<file path="src/design/tfcc_cfg.svh">
`ifndef TFCC_CFG_SVH
`define TFCC_CFG_SVH
`define TFCC_ADDR_W 8
`define TFCC_OFS_DIR 8'hc0
`define TFCC_OFS_FORCE 8'hc1
`define TFCC_OFS_MASK 8'hc2
`define TFCC_OFS_DATA 8'hc3
`define TFCC_OFS_CNT_HI 8'hc4
`define TFCC_OFS_CNT_LO 8'hc5
`define TFCC_OFS_SCR1 8'hc6
`define TFCC_OFS_ACT 8'he0
`define TFCC_OFS_CMP0 8'he1
`define TFCC_OFS_IRQ_STAT 8'he9
`define TFCC_OFS_IRQ_CLR 8'hea
`define TFCC_OFS_IRQ_EN 8'heb
`define TFCC_OFS_FLAGS 8'hec
`define TFCC_BIT_RUN 7
`define TFCC_BIT_FAST 4
`define TFCC_CNT_RESET 16'h0000
`define TFCC_CNT_MAX 16'hffff
`define TFCC_NUM_CMP 8'h04
`endif

</file>
<file path="src/design/tfcc_pkg.sv">
`default_nettype none
package tfcc_pkg;
    typedef struct packed {
        logic [7:0] addr;
        logic [15:0] wdata;
        logic wr;
        logic rd;
        logic word;
    } tfcc_bus_type;
    typedef struct packed {
        logic [3:0] dir;
        logic [3:0] mask;
        logic [3:0] data;
        logic [15:0] cnt;
        logic run;
        logic fast;
        logic [7:0] act;
        logic [3:0][15:0] cmp;
        logic [3:0] pinOut;
        logic [3:0] chFlag;
        logic ovfFlag;
        logic [4:0] irqStat;
        logic [4:0] irqEn;
        logic [15:0] rdata;
    } tfcc_state_type;
endpackage
`default_nettype wire

</file>
<file path="src/design/tfcc_top.sv">
// Overview of operation
// writing a one to a force bit performs that channel's compare action at once
// forced actions set no channel flag; the force register reads zero
// force and real match together: apply action, leave channel flag clear
// channel 3 compare wins over channels 0 to 2 on masked pins
// mask bit makes pin an output only while channel is output compare
// on channel 3 match, masked data bits are copied to pin outputs
// 16-bit up counter, reset zero, high byte at lower offset
// counter readable always, writable only in special mode
// counter write does not restart the prescaler tick
// software accesses the counter as one 16-bit word
// control register: run enable bit 7, fast clear bit 4, rest zero
// counter advances only while run enable is one
// fast clear: compare write clears channel flag, counter access clears overflow
// direction bit one means output compare, zero means input capture; no capture logic, zero only stops compare and pin drive
// counter increments on each tick, wraps to zero, signals overflow
`include "tfcc_cfg.svh"
`default_nettype none
module tfcc_top (
    input wire logic sys_clk,
    input wire logic rstn,
    input wire logic [7:0] regAddr,
    input wire logic [15:0] regWdata,
    input wire logic regWordAccess,
    input wire logic regWr,
    input wire logic regRd,
    output logic [15:0] regRdata,
    input wire logic prescaleTick,
    input wire logic specialMode,
    input wire logic [3:0] channelPinIn,
    output logic [3:0] channelPinOut,
    output logic [3:0] channelPinOen_n,
    output logic [3:0] compareMatch,
    output logic overflowPulse,
    output logic irq
);
    tfcc_pkg::tfcc_state_type st_q, st_d;
    tfcc_pkg::tfcc_bus_type bus;
    logic [3:0] match, force_, actFire, c3Take;
    logic wrap;

    assign bus = '{addr: regAddr, wdata: regWdata, wr: regWr, rd: regRd, word: regWordAccess};

    function automatic logic applyAct(input logic [1:0] a, input logic cur);
        case (a)
            2'b01: applyAct = ~cur;
            2'b10: applyAct = 1'b0;
            2'b11: applyAct = 1'b1;
            default: applyAct = cur;
        endcase
    endfunction

    always_comb begin
        st_d = st_q;
        force_ = '0;
        wrap = 1'b0;
        for (int i = 0; i < 4; i++) begin
            match[i] = st_q.dir[i] && st_q.run && prescaleTick && (st_q.cnt == st_q.cmp[i]);
        end
        if (bus.wr && bus.addr == `TFCC_OFS_FORCE) begin
            force_ = bus.wdata[3:0] & st_q.dir;
        end
        actFire = match | force_;
        c3Take = (actFire[3] ? st_q.mask : 4'h0) & st_q.dir;
        for (int i = 0; i < 4; i++) begin
            if (c3Take[i]) begin
                st_d.pinOut[i] = st_q.data[i];
            end else if (actFire[i]) begin
                st_d.pinOut[i] = applyAct(st_q.act[2*i+:2], st_q.pinOut[i]);
            end
            if (match[i] && !force_[i]) begin
                st_d.chFlag[i] = 1'b1;
            end
        end
        if (st_q.run && prescaleTick) begin
            st_d.cnt = st_q.cnt + 16'h0001;
            wrap = (st_q.cnt == `TFCC_CNT_MAX);
        end
        st_d.rdata = 16'h0000;
        if (bus.wr) begin
            if (bus.addr == `TFCC_OFS_DIR) begin
                st_d.dir = bus.wdata[3:0];
            end else if (bus.addr == `TFCC_OFS_MASK) begin
                st_d.mask = bus.wdata[3:0];
            end else if (bus.addr == `TFCC_OFS_DATA) begin
                st_d.data = bus.wdata[3:0];
            end else if (bus.addr == `TFCC_OFS_CNT_HI && specialMode) begin
                // prescaler untouched by this write
                st_d.cnt = bus.word ? bus.wdata : {bus.wdata[7:0], st_q.cnt[7:0]};
            end else if (bus.addr == `TFCC_OFS_CNT_LO && specialMode) begin
                st_d.cnt = {st_q.cnt[15:8], bus.wdata[7:0]};
            end else if (bus.addr == `TFCC_OFS_SCR1) begin
                st_d.run = bus.wdata[`TFCC_BIT_RUN];
                st_d.fast = bus.wdata[`TFCC_BIT_FAST];
            end else if (bus.addr == `TFCC_OFS_ACT) begin
                st_d.act = bus.wdata[7:0];
            end else if (bus.addr >= `TFCC_OFS_CMP0 && bus.addr < `TFCC_OFS_CMP0 + `TFCC_NUM_CMP) begin
                st_d.cmp[bus.addr[1:0] - 2'd1] = bus.wdata;
                if (st_q.fast && !match[bus.addr[1:0] - 2'd1]) begin
                    st_d.chFlag[bus.addr[1:0] - 2'd1] = 1'b0;
                end
            end else if (bus.addr == `TFCC_OFS_IRQ_CLR) begin
                st_d.irqStat = st_q.irqStat & ~bus.wdata[4:0];
            end else if (bus.addr == `TFCC_OFS_IRQ_EN) begin
                st_d.irqEn = bus.wdata[4:0];
            end else if (bus.addr == `TFCC_OFS_FLAGS) begin
                st_d.chFlag = st_q.chFlag & ~bus.wdata[3:0] | (match & ~force_);
                st_d.ovfFlag = (st_q.ovfFlag & ~bus.wdata[4]) | wrap;
            end
        end
        if (bus.rd) begin
            if (bus.addr == `TFCC_OFS_DIR) begin
                st_d.rdata = {12'h000, st_q.dir};
            end else if (bus.addr == `TFCC_OFS_FORCE) begin
                st_d.rdata = 16'h0000;
            end else if (bus.addr == `TFCC_OFS_MASK) begin
                st_d.rdata = {12'h000, st_q.mask};
            end else if (bus.addr == `TFCC_OFS_DATA) begin
                st_d.rdata = {12'h000, st_q.data};
            end else if (bus.addr == `TFCC_OFS_CNT_HI) begin
                st_d.rdata = bus.word ? st_q.cnt : {8'h00, st_q.cnt[15:8]};
            end else if (bus.addr == `TFCC_OFS_CNT_LO) begin
                st_d.rdata = {8'h00, st_q.cnt[7:0]};
            end else if (bus.addr == `TFCC_OFS_SCR1) begin
                st_d.rdata = {8'h00, st_q.run, 2'b00, st_q.fast, 4'h0};
            end else if (bus.addr == `TFCC_OFS_ACT) begin
                st_d.rdata = {8'h00, st_q.act};
            end else if (bus.addr == `TFCC_OFS_IRQ_STAT) begin
                st_d.rdata = {11'h000, st_q.irqStat};
            end else if (bus.addr == `TFCC_OFS_IRQ_EN) begin
                st_d.rdata = {11'h000, st_q.irqEn};
            end else if (bus.addr == `TFCC_OFS_FLAGS) begin
                st_d.rdata = {11'h000, st_q.ovfFlag, st_q.chFlag};
            end
        end
        if (wrap) begin
            st_d.ovfFlag = 1'b1;
        end
        if (st_q.fast && !wrap && (bus.wr || bus.rd)
            && (bus.addr == `TFCC_OFS_CNT_HI || bus.addr == `TFCC_OFS_CNT_LO)) begin
            st_d.ovfFlag = 1'b0;
        end
        st_d.irqStat = st_d.irqStat | {wrap, match & ~force_};
    end

    always_ff @(posedge sys_clk or negedge rstn) begin
        if (!rstn) begin
            st_q <= '0;
        end else begin
            st_q <= st_d;
        end
    end

    assign regRdata = st_q.rdata;
    assign channelPinOut = st_q.pinOut;
    assign compareMatch = match;
    assign overflowPulse = wrap;
    assign irq = |(st_q.irqStat & st_q.irqEn);
    for (genvar g = 0; g < 4; g++) begin : g_oen
        // pin driven when action selected or masked by channel 3
        assign channelPinOen_n[g] = ~(st_q.dir[g] && (st_q.mask[g] || st_q.act[2*g+:2] != 2'b00));
    end

    cnt_reset_a: assert property (@(posedge sys_clk) disable iff (!rstn)
        $rose(rstn) |-> st_q.cnt == `TFCC_CNT_RESET) else $error("count not zero");
    run_gate_a: assert property (@(posedge sys_clk) disable iff (!rstn)
        !st_q.run && !(bus.wr && specialMode) |=> $stable(st_q.cnt)) else $error("count moved");
    count_inc_a: assert property (@(posedge sys_clk) disable iff (!rstn)
        st_q.run && prescaleTick && !bus.wr |=> st_q.cnt == $past(st_q.cnt) + 16'h0001)
        else $error("count not incremented");
    force_noflag_a: assert property (@(posedge sys_clk) disable iff (!rstn)
        force_[0] && !st_q.chFlag[0] && !bus.rd |=> !st_q.chFlag[0]) else $error("flag set");
    force_read_a: assert property (@(posedge sys_clk) disable iff (!rstn)
        bus.rd && bus.addr == `TFCC_OFS_FORCE |=> regRdata == 16'h0000)
        else $error("force reads nonzero");
    c3_override_a: assert property (@(posedge sys_clk) disable iff (!rstn)
        actFire[3] && st_q.mask[0] && st_q.dir[0] |=> channelPinOut[0] == $past(st_q.data[0]))
        else $error("override missed");
    normal_nowr_a: assert property (@(posedge sys_clk) disable iff (!rstn)
        !specialMode && !st_q.run && bus.wr |=> $stable(st_q.cnt)) else $error("write taken");
    oen_mode_a: assert property (@(posedge sys_clk) disable iff (!rstn)
        !st_q.dir[2] |-> channelPinOen_n[2]) else $error("capture pin driven");
    wrap_ovf_a: assert property (@(posedge sys_clk) disable iff (!rstn)
        st_q.run && prescaleTick && st_q.cnt == `TFCC_CNT_MAX && !bus.wr
        |=> st_q.cnt == `TFCC_CNT_RESET && st_q.ovfFlag) else $error("wrap lost");
    force_set_a: assert property (@(posedge sys_clk) disable iff (!rstn)
        force_[0] && !c3Take[0] && st_q.act[1:0] == 2'b11 |=> channelPinOut[0])
        else $error("forced set missed");
    force_toggle_a: assert property (@(posedge sys_clk) disable iff (!rstn)
        force_[0] && !c3Take[0] && st_q.act[1:0] == 2'b01
        |=> channelPinOut[0] != $past(channelPinOut[0])) else $error("forced toggle missed");
    force_capture_a: assert property (@(posedge sys_clk) disable iff (!rstn)
        bus.wr && bus.addr == `TFCC_OFS_FORCE && !st_q.dir[0]
        |=> $stable(channelPinOut[0])) else $error("capture pin forced");
    c3_prio_a: assert property (@(posedge sys_clk) disable iff (!rstn)
        actFire[3] && actFire[0] && st_q.mask[0] && st_q.dir[0] && st_q.act[1:0] != 2'b00
        |=> channelPinOut[0] == $past(st_q.data[0])) else $error("channel 3 lost priority");
    oen_mask_a: assert property (@(posedge sys_clk) disable iff (!rstn)
        st_q.dir[0] && st_q.mask[0] |-> !channelPinOen_n[0]) else $error("masked pin not driven");
    collide_flag_a: assert property (@(posedge sys_clk) disable iff (!rstn)
        match[0] && force_[0] && !st_q.chFlag[0] |=> !st_q.chFlag[0])
        else $error("flag set on forced match");
    match_flag_a: assert property (@(posedge sys_clk) disable iff (!rstn)
        match[0] && !force_[0] |=> st_q.chFlag[0]) else $error("match flag lost");
    fast_cmp_a: assert property (@(posedge sys_clk) disable iff (!rstn)
        st_q.fast && bus.wr && bus.addr == `TFCC_OFS_CMP0 && !match[0] |=> !st_q.chFlag[0])
        else $error("fast clear missed");
    fast_ovf_a: assert property (@(posedge sys_clk) disable iff (!rstn)
        st_q.fast && !wrap && bus.rd && bus.addr == `TFCC_OFS_CNT_HI |=> !st_q.ovfFlag)
        else $error("overflow not cleared");
    scr1_read_a: assert property (@(posedge sys_clk) disable iff (!rstn)
        bus.rd && bus.addr == `TFCC_OFS_SCR1 |=> regRdata[15:8] == 8'h00
        && regRdata[6:5] == 2'b00 && regRdata[3:0] == 4'h0) else $error("control bits leak");
    cnt_read_a: assert property (@(posedge sys_clk) disable iff (!rstn)
        bus.rd && bus.word && bus.addr == `TFCC_OFS_CNT_HI |=> regRdata == $past(st_q.cnt))
        else $error("count read wrong");
    special_wr_a: assert property (@(posedge sys_clk) disable iff (!rstn)
        specialMode && bus.wr && bus.word && bus.addr == `TFCC_OFS_CNT_HI
        |=> st_q.cnt == $past(bus.wdata)) else $error("count write lost");
    cov_force_c: cover property (@(posedge sys_clk) disable iff (!rstn) |force_);
    cov_wrap_c: cover property (@(posedge sys_clk) disable iff (!rstn) wrap);
    cov_c3_c: cover property (@(posedge sys_clk) disable iff (!rstn) |c3Take);
    cov_toggle_c: cover property (@(posedge sys_clk) disable iff (!rstn)
        force_[0] && st_q.act[1:0] == 2'b01);
    cov_collide_c: cover property (@(posedge sys_clk) disable iff (!rstn) |(match & force_));
endmodule // tfcc_top
`default_nettype wire

</file>
<file path="config.mk">
export PLATFORM = sky130hd
export DESIGN_NAME = tfcc_top
export DESIGN_NICKNAME = d
export VERILOG_FILES = /design/src/design/tfcc_pkg.sv /design/src/design/tfcc_top.sv
export VERILOG_INCLUDE_DIRS = /design/src /design/src/design
export SDC_FILE = /design/constraint.sdc
export NUM_CORES = 1
export LEC_CHECK = 0
export ABC_AREA = 1
export BUFFER_PORTS_ARGS = -buffer_cell sky130_fd_sc_hd__buf_2
export CORE_MARGIN = 2
export CORE_UTILIZATION = 35
export CTS_CLUSTER_DIAMETER = 100
export DETAILED_ROUTE_END_ITERATION = 8
export SLEW_MARGIN = 15
export SYNTH_ARGS = -nofsm -noshare
export SYNTH_HDL_FRONTEND = slang
export SYNTH_SLANG_ARGS = --single-unit
export TNS_END_PERCENT = 100
</file>
<file path="constraint.sdc">
create_clock -name sys_clk -period 2.15 [get_ports sys_clk]
set_input_delay 0.3225 -clock sys_clk [delete_from_list [all_inputs] [get_ports sys_clk]]
set_output_delay 0.3225 -clock sys_clk [all_outputs]
set_load 0.005 [all_outputs]
</file>
After elaboration in Yosys (flattened, before gate mapping)
Cells that the tools add are included.

word-level totals
  output and inout bits = 30
  flip-flop bits (word level) = 137
  word-level logic and storage cells = 244

operators by class
  add/subtract/negate cells = 2
  bitwise gates (word level) = 34
  order comparisons = 4
  muxes and demuxes = 73
  reduce and logical (&&, ||, !) cells = 69
  equality and inequality tests = 41

operators by type and width
  operator               number
  $mux 90                4
  $mux 16                12
  $mux 74                2
  $mux 64                2
  $mux 15                8
  $eq 8x8->1 const B     12
  $mux 72                1
  $bwmux 64              1
  $eq 16x16->1           4
  $mux 5                 9
  $demux 16 s2           1
  $mux 8                 4
  $logic_and 1x1->1      30
  $ne 3x2->1 const B     10
  $and 4x4->4            5
  $not 1->1              18
  $mux 1                 17
  $add 16x1->16 const B  1
  $eq 16x16->1 const B   1
  $eq 2x2->1 const B     8
  $mux 4                 4
  $reduce_bool 2->1      8
  $reduce_bool 4->1      4
  $ne 6x3->1 const B     2
  other kinds (30)       55

Logic depth before layout (Yosys ltp)
  depth in word-level cells = 20
  mapped depth = 17
  depth with buffers taken out = 16

Worst setup path after synthesis
OpenSTA, ideal clock, no wires.

  path kind = input -> register
  start point = input regAddr[0]
  end point = register (tool-made name)
  stages on the path = 15
  path slack = 150 ps
  path buffers = 1
  library setup time = 130 ps
  data arrival time = 1870 ps
  data required time = 2020 ps
  path through = inv_1 -> ha_1 -> inv_1 -> nor2_4 -> nand2_4 -> nand2_2 -> nor2_2 -> nand2_2 -> nor2_4 -> nand2_4 -> nor2_4 -> inv_2 -> buf_2 -> nand2_1 -> o21ai_1

RTL lines
  what             line            text
  start, declared  tfcc_top.sv:22  input wire logic [7:0] regAddr,

Worst setup path after layout
  start point = register st_q[115] in the netlist's numbering
  end point = output compareMatch[2]

on the way
  longest elaborated chain between the ends = 2

ends and longest elaborated chain
  what                    line             text
  start, declared         tfcc_top.sv:37   tfcc_pkg::tfcc_state_type st_q, st_d;
  start signal, assigned  tfcc_top.sv:150  st_q <= st_d;
  $eq 16x16->1            tfcc_top.sv:58   match[i] = st_q.dir[i] && st_q.run && prescaleTick && (st_q.cnt == st_q.cmp[i]);
  $logic_and 1x1->1       tfcc_top.sv:58
  end, declared           tfcc_top.sv:33   output logic [3:0] compareMatch,

No other way between the ends.

==> summary.md <==
| Metric | Value |
|---|---|
| Avg Inst Size Synth | `around 7.5 um2` |
| Syn Std Cell Area | `roughly 8000 um2` |
| CTS Buffer Depth | `2` |
| Count of buffers from port buffering | `60` |
| Overall Global Routing Usage | `22.6%` |
| Worst hold margin | `approximately 0.12 ns` |
| DR vias | `around 7.6k` |
| Synth Area in XOR/XNOR | `~3.5%` |
| Worst Hold Class | `input pin to flop` |
| Max incr delay on CP | `around 0.4 ns` |
| Layout area overhead | `27.5%` |
| FF+latch count, synth | `roughly 140` |
| Synth unique cells | `42` |
| Util after Layout | `around 45%` |
| DRC marker count from the first detailed-route iteration | `a little over 700` |
| Failing checks | `setup timing` |
| Share of cells above drive strength 1 | `about a quarter` |
| Final worst setup slack | `-0.158 ns` |
| Hold Path Origin | `regWdata[7]` |
| Die area | `24100 um2` |
| Via/cell ratio | `~5` |
| Crit Path Category | `flop to output pin` |
| Vias in the first global route | `~7k` |
| Routed WL per cell | `between 15 and 20 um` |
| Share of the synthesized area in the top cell type | `between 40% and 50%` |
| Syn nets | `between 1k and 1.5k` |
| Largest net degree at the start of global routing | `45` |
| Seq/Total Area, Yosys | `42.8%` |
| Grt ovf | `0` |
| Proportion of synthesized area in mux cells | `0%` |
| CTS tree | `yes` |
| Max VDD drop | `~0.0006 V` |
| Antenna violations before repair | `0` |
| Slew Viols, Final | `0` |
| Top cells by count, synth | `nand2_1, dfrtp_1, inv_1` |
| MaxCap Viol Count | `0` |
| Maximum clock rate | `roughly 0.43 GHz` |
| Die width | `about 160 um` |
| DR DRC count | `0` |
| DRT Pass-1 Iters | `7` |
| Most common cell in the netlist | `nand2_1` |
| Worst EP arrival | `between 1.5 and 2 ns` |
| Clock root buffer | `clkbuf_16` |
| Clk_skew | `about 0.012 ns` |
| Clk pin slew, worst setup/hold paths | `about 0.060 ns` |
| Clock insertion delay at the later pin of the skew report | `~0.43 ns` |
| Post-Syn Instances | `about 1.1k` |
| First-pass GRT wire length | `about 41000 um` |
| Buf/Inv on CP | `3` |
| Crit path cell chain | `buf_6, nand2_1, o21ai_0, nor2_1, nand2_1, nor2_2, nand3_2, inv_2, buf_6` |
| CTS Sinks | `approximately 140` |
| Final Hold Viols | `0` |
| CP startpoint kind | `flop` |
| Core Box Area | `between 20000 and 25000 um2` |
| Worst EP required | `about 1.8 ns` |
| Starting density of the core | `a little over a third` |
| Crit. End Element | `output pin` |
| Period utilisation layout | `107%` |
| Worst Setup SP | `st_q[115]$_DFFE_PN0P_` |
| Post-synthesis compound-gate area fraction | `15.1%` |
| Synth area leader | `dfrtp_1` |
| Synth Area in Simple Gates | `26.7%` |
| Area contributors post-synth | `dfrtp_1, nand2_1, o21ai_0` |
| Diode count | `0` |
| Static Leak | `between 5 and 6 nW` |
| # IOs | `between 60 and 70` |
| Post-synth ARST share | `100%` |
| Power per Cell Area | `between 700 and 800 nW/um2` |
| Row count | `55` |
| Fin crit period | `2.31 ns` |
| RSZ-0062 raised after global routing | `yes` |
| Number of fill cells in the layout | `2287` |
| Antenna viol nets, final | `0` |
| Most frequently used flop master after synthesis | `dfrtp_1` |
| Post-synth EDFFs | `0` |
| Worst-Margin Slew | `a little over 0.7 ns` |
| Crit path max fanout | `4` |
| Status | `finished with violations` |
| Pwr Total | `approximately 8 mW` |
| Worst slew margin | `about 53%` |
| FF-to-FF Start | `st_q[110]$_DFFE_PN0P_` |
| H-tree lvl count | `4` |
| Setup violators final | `4` |
| CP max-delay cell | `dfrtp_1` |
| Drt total wl | `about 27000 um` |
| DP HPWL | `19900 um` |
| Final #Nets | `roughly 1.3k` |
| Die Y | `~160 um` |
| Setup tns final | `-0.398 ns` |
| Main combinational cell family by area after synthesis | `simple AND/OR/NAND/NOR gates` |
| RD Place Congestion | `~0.94` |
| Post-Synth Adder-Cell Area | `under 10%` |
| Synthesis Warnings | `0` |
| CTS Buf Count | `17` |
| Top Family by Delay on Critical Path | `simple AND/OR/NAND/NOR gates` |
cell usage in the layout, fill, tap and decap left out, types with 29 or more instances in the layout:
master and n:
inv_1 104, o21ai_1 69, a21oi_1 29, nor2_1 55
nand2_1 289, buf_2 55, nand3_1 46, o21ai_0 94
buf_4 115, dfrtp_1 130
final timing paths:
path,cells past startpoint,endpoint,slack [ns]
min in group asynchronous,2,asynchronous set/reset pin,0.38
min reg2reg,2,st_q[128]$_DFFE_PN0P_,0.49
max,9,compareMatch[2],-0.16
min,3,flop,0.12
max in group asynchronous,3,st_q[114]$_DFFE_PN0P_,1.07
max reg2reg,12,st_q[124]$_DFFE_PN0P_,0.05
through the flow:
stage	setup slack (ns)	std cells	area, um2
finish	-0.158	1523	10200
global route	-0.236	1523	10200
CTS	-0.196	1513	9980
detailed placement	-0.142	1465	9120
global placement	-0.0948	1465	9120
floorplan	0.150	1074	8010
report_power, final:
part / total [mW] / internal, mW / switching, mW
logic: 1.81 / 0.742 / 1.07
clock network: 3.12 / 1.95 / 1.17
registers: 2.97 / 2.77 / 0.201
metal layers:
layer / routed length (um) / share of wire [%] / vias to the layer above / global-route usage, %
met4: 630 / 2.4 / 0 / 7.91
met5: 0 / 0 / - / 0
met2: 12300 / 46 / 224 / 36.0
met1: 12200 / 46 / 3599 / 31.3
li1: - / - / 3762 / -
met3: 1490 / 5.6 / 37 / 3.59
cells by family after synthesis:
kind of cell,Yosys count
XOR/XNOR,32
AND/OR/NAND/NOR,487
flip-flops,137
buffers and inverters,184
AO/OA/AOI/OAI,225
adder cells (fa/ha/maj),9
cell type report:
type | count | area, um2 | area share [%]
clock inverter | 10 | 139 | 1.36
sequential | 137 | 3440 | 33.7
tap | 285 | 357 | 3.49
multi-input combinational | 753 | 3940 | 38.6
timing repair buffer | 185 | 1350 | 13.2
inverter | 131 | 504 | 4.94
clock buffer | 22 | 484 | 4.74
worst reg2reg max path: stages (launching register included):
cell	delay (ns)
dfrtp_1	0.38
buf_6	0.12
buf_4	0.10
buf_4	0.11
nand2_1	0.07
nor3_2	0.20
nand2_1	0.16
nor2_2	0.17
buf_4	0.15
nand4_1	0.13
nor3_2	0.17
o21ai_0	0.11
a22oi_1	0.15
repair_timing:
action                     CTS  global route
buffers inserted            15            10
hold buffers                 1             0
setup endpoints to repair    5            11
hold endpoints to repair    41             0
resized for setup           47            45
pin swaps                   17            29
(Power assumes the default switching activity.)
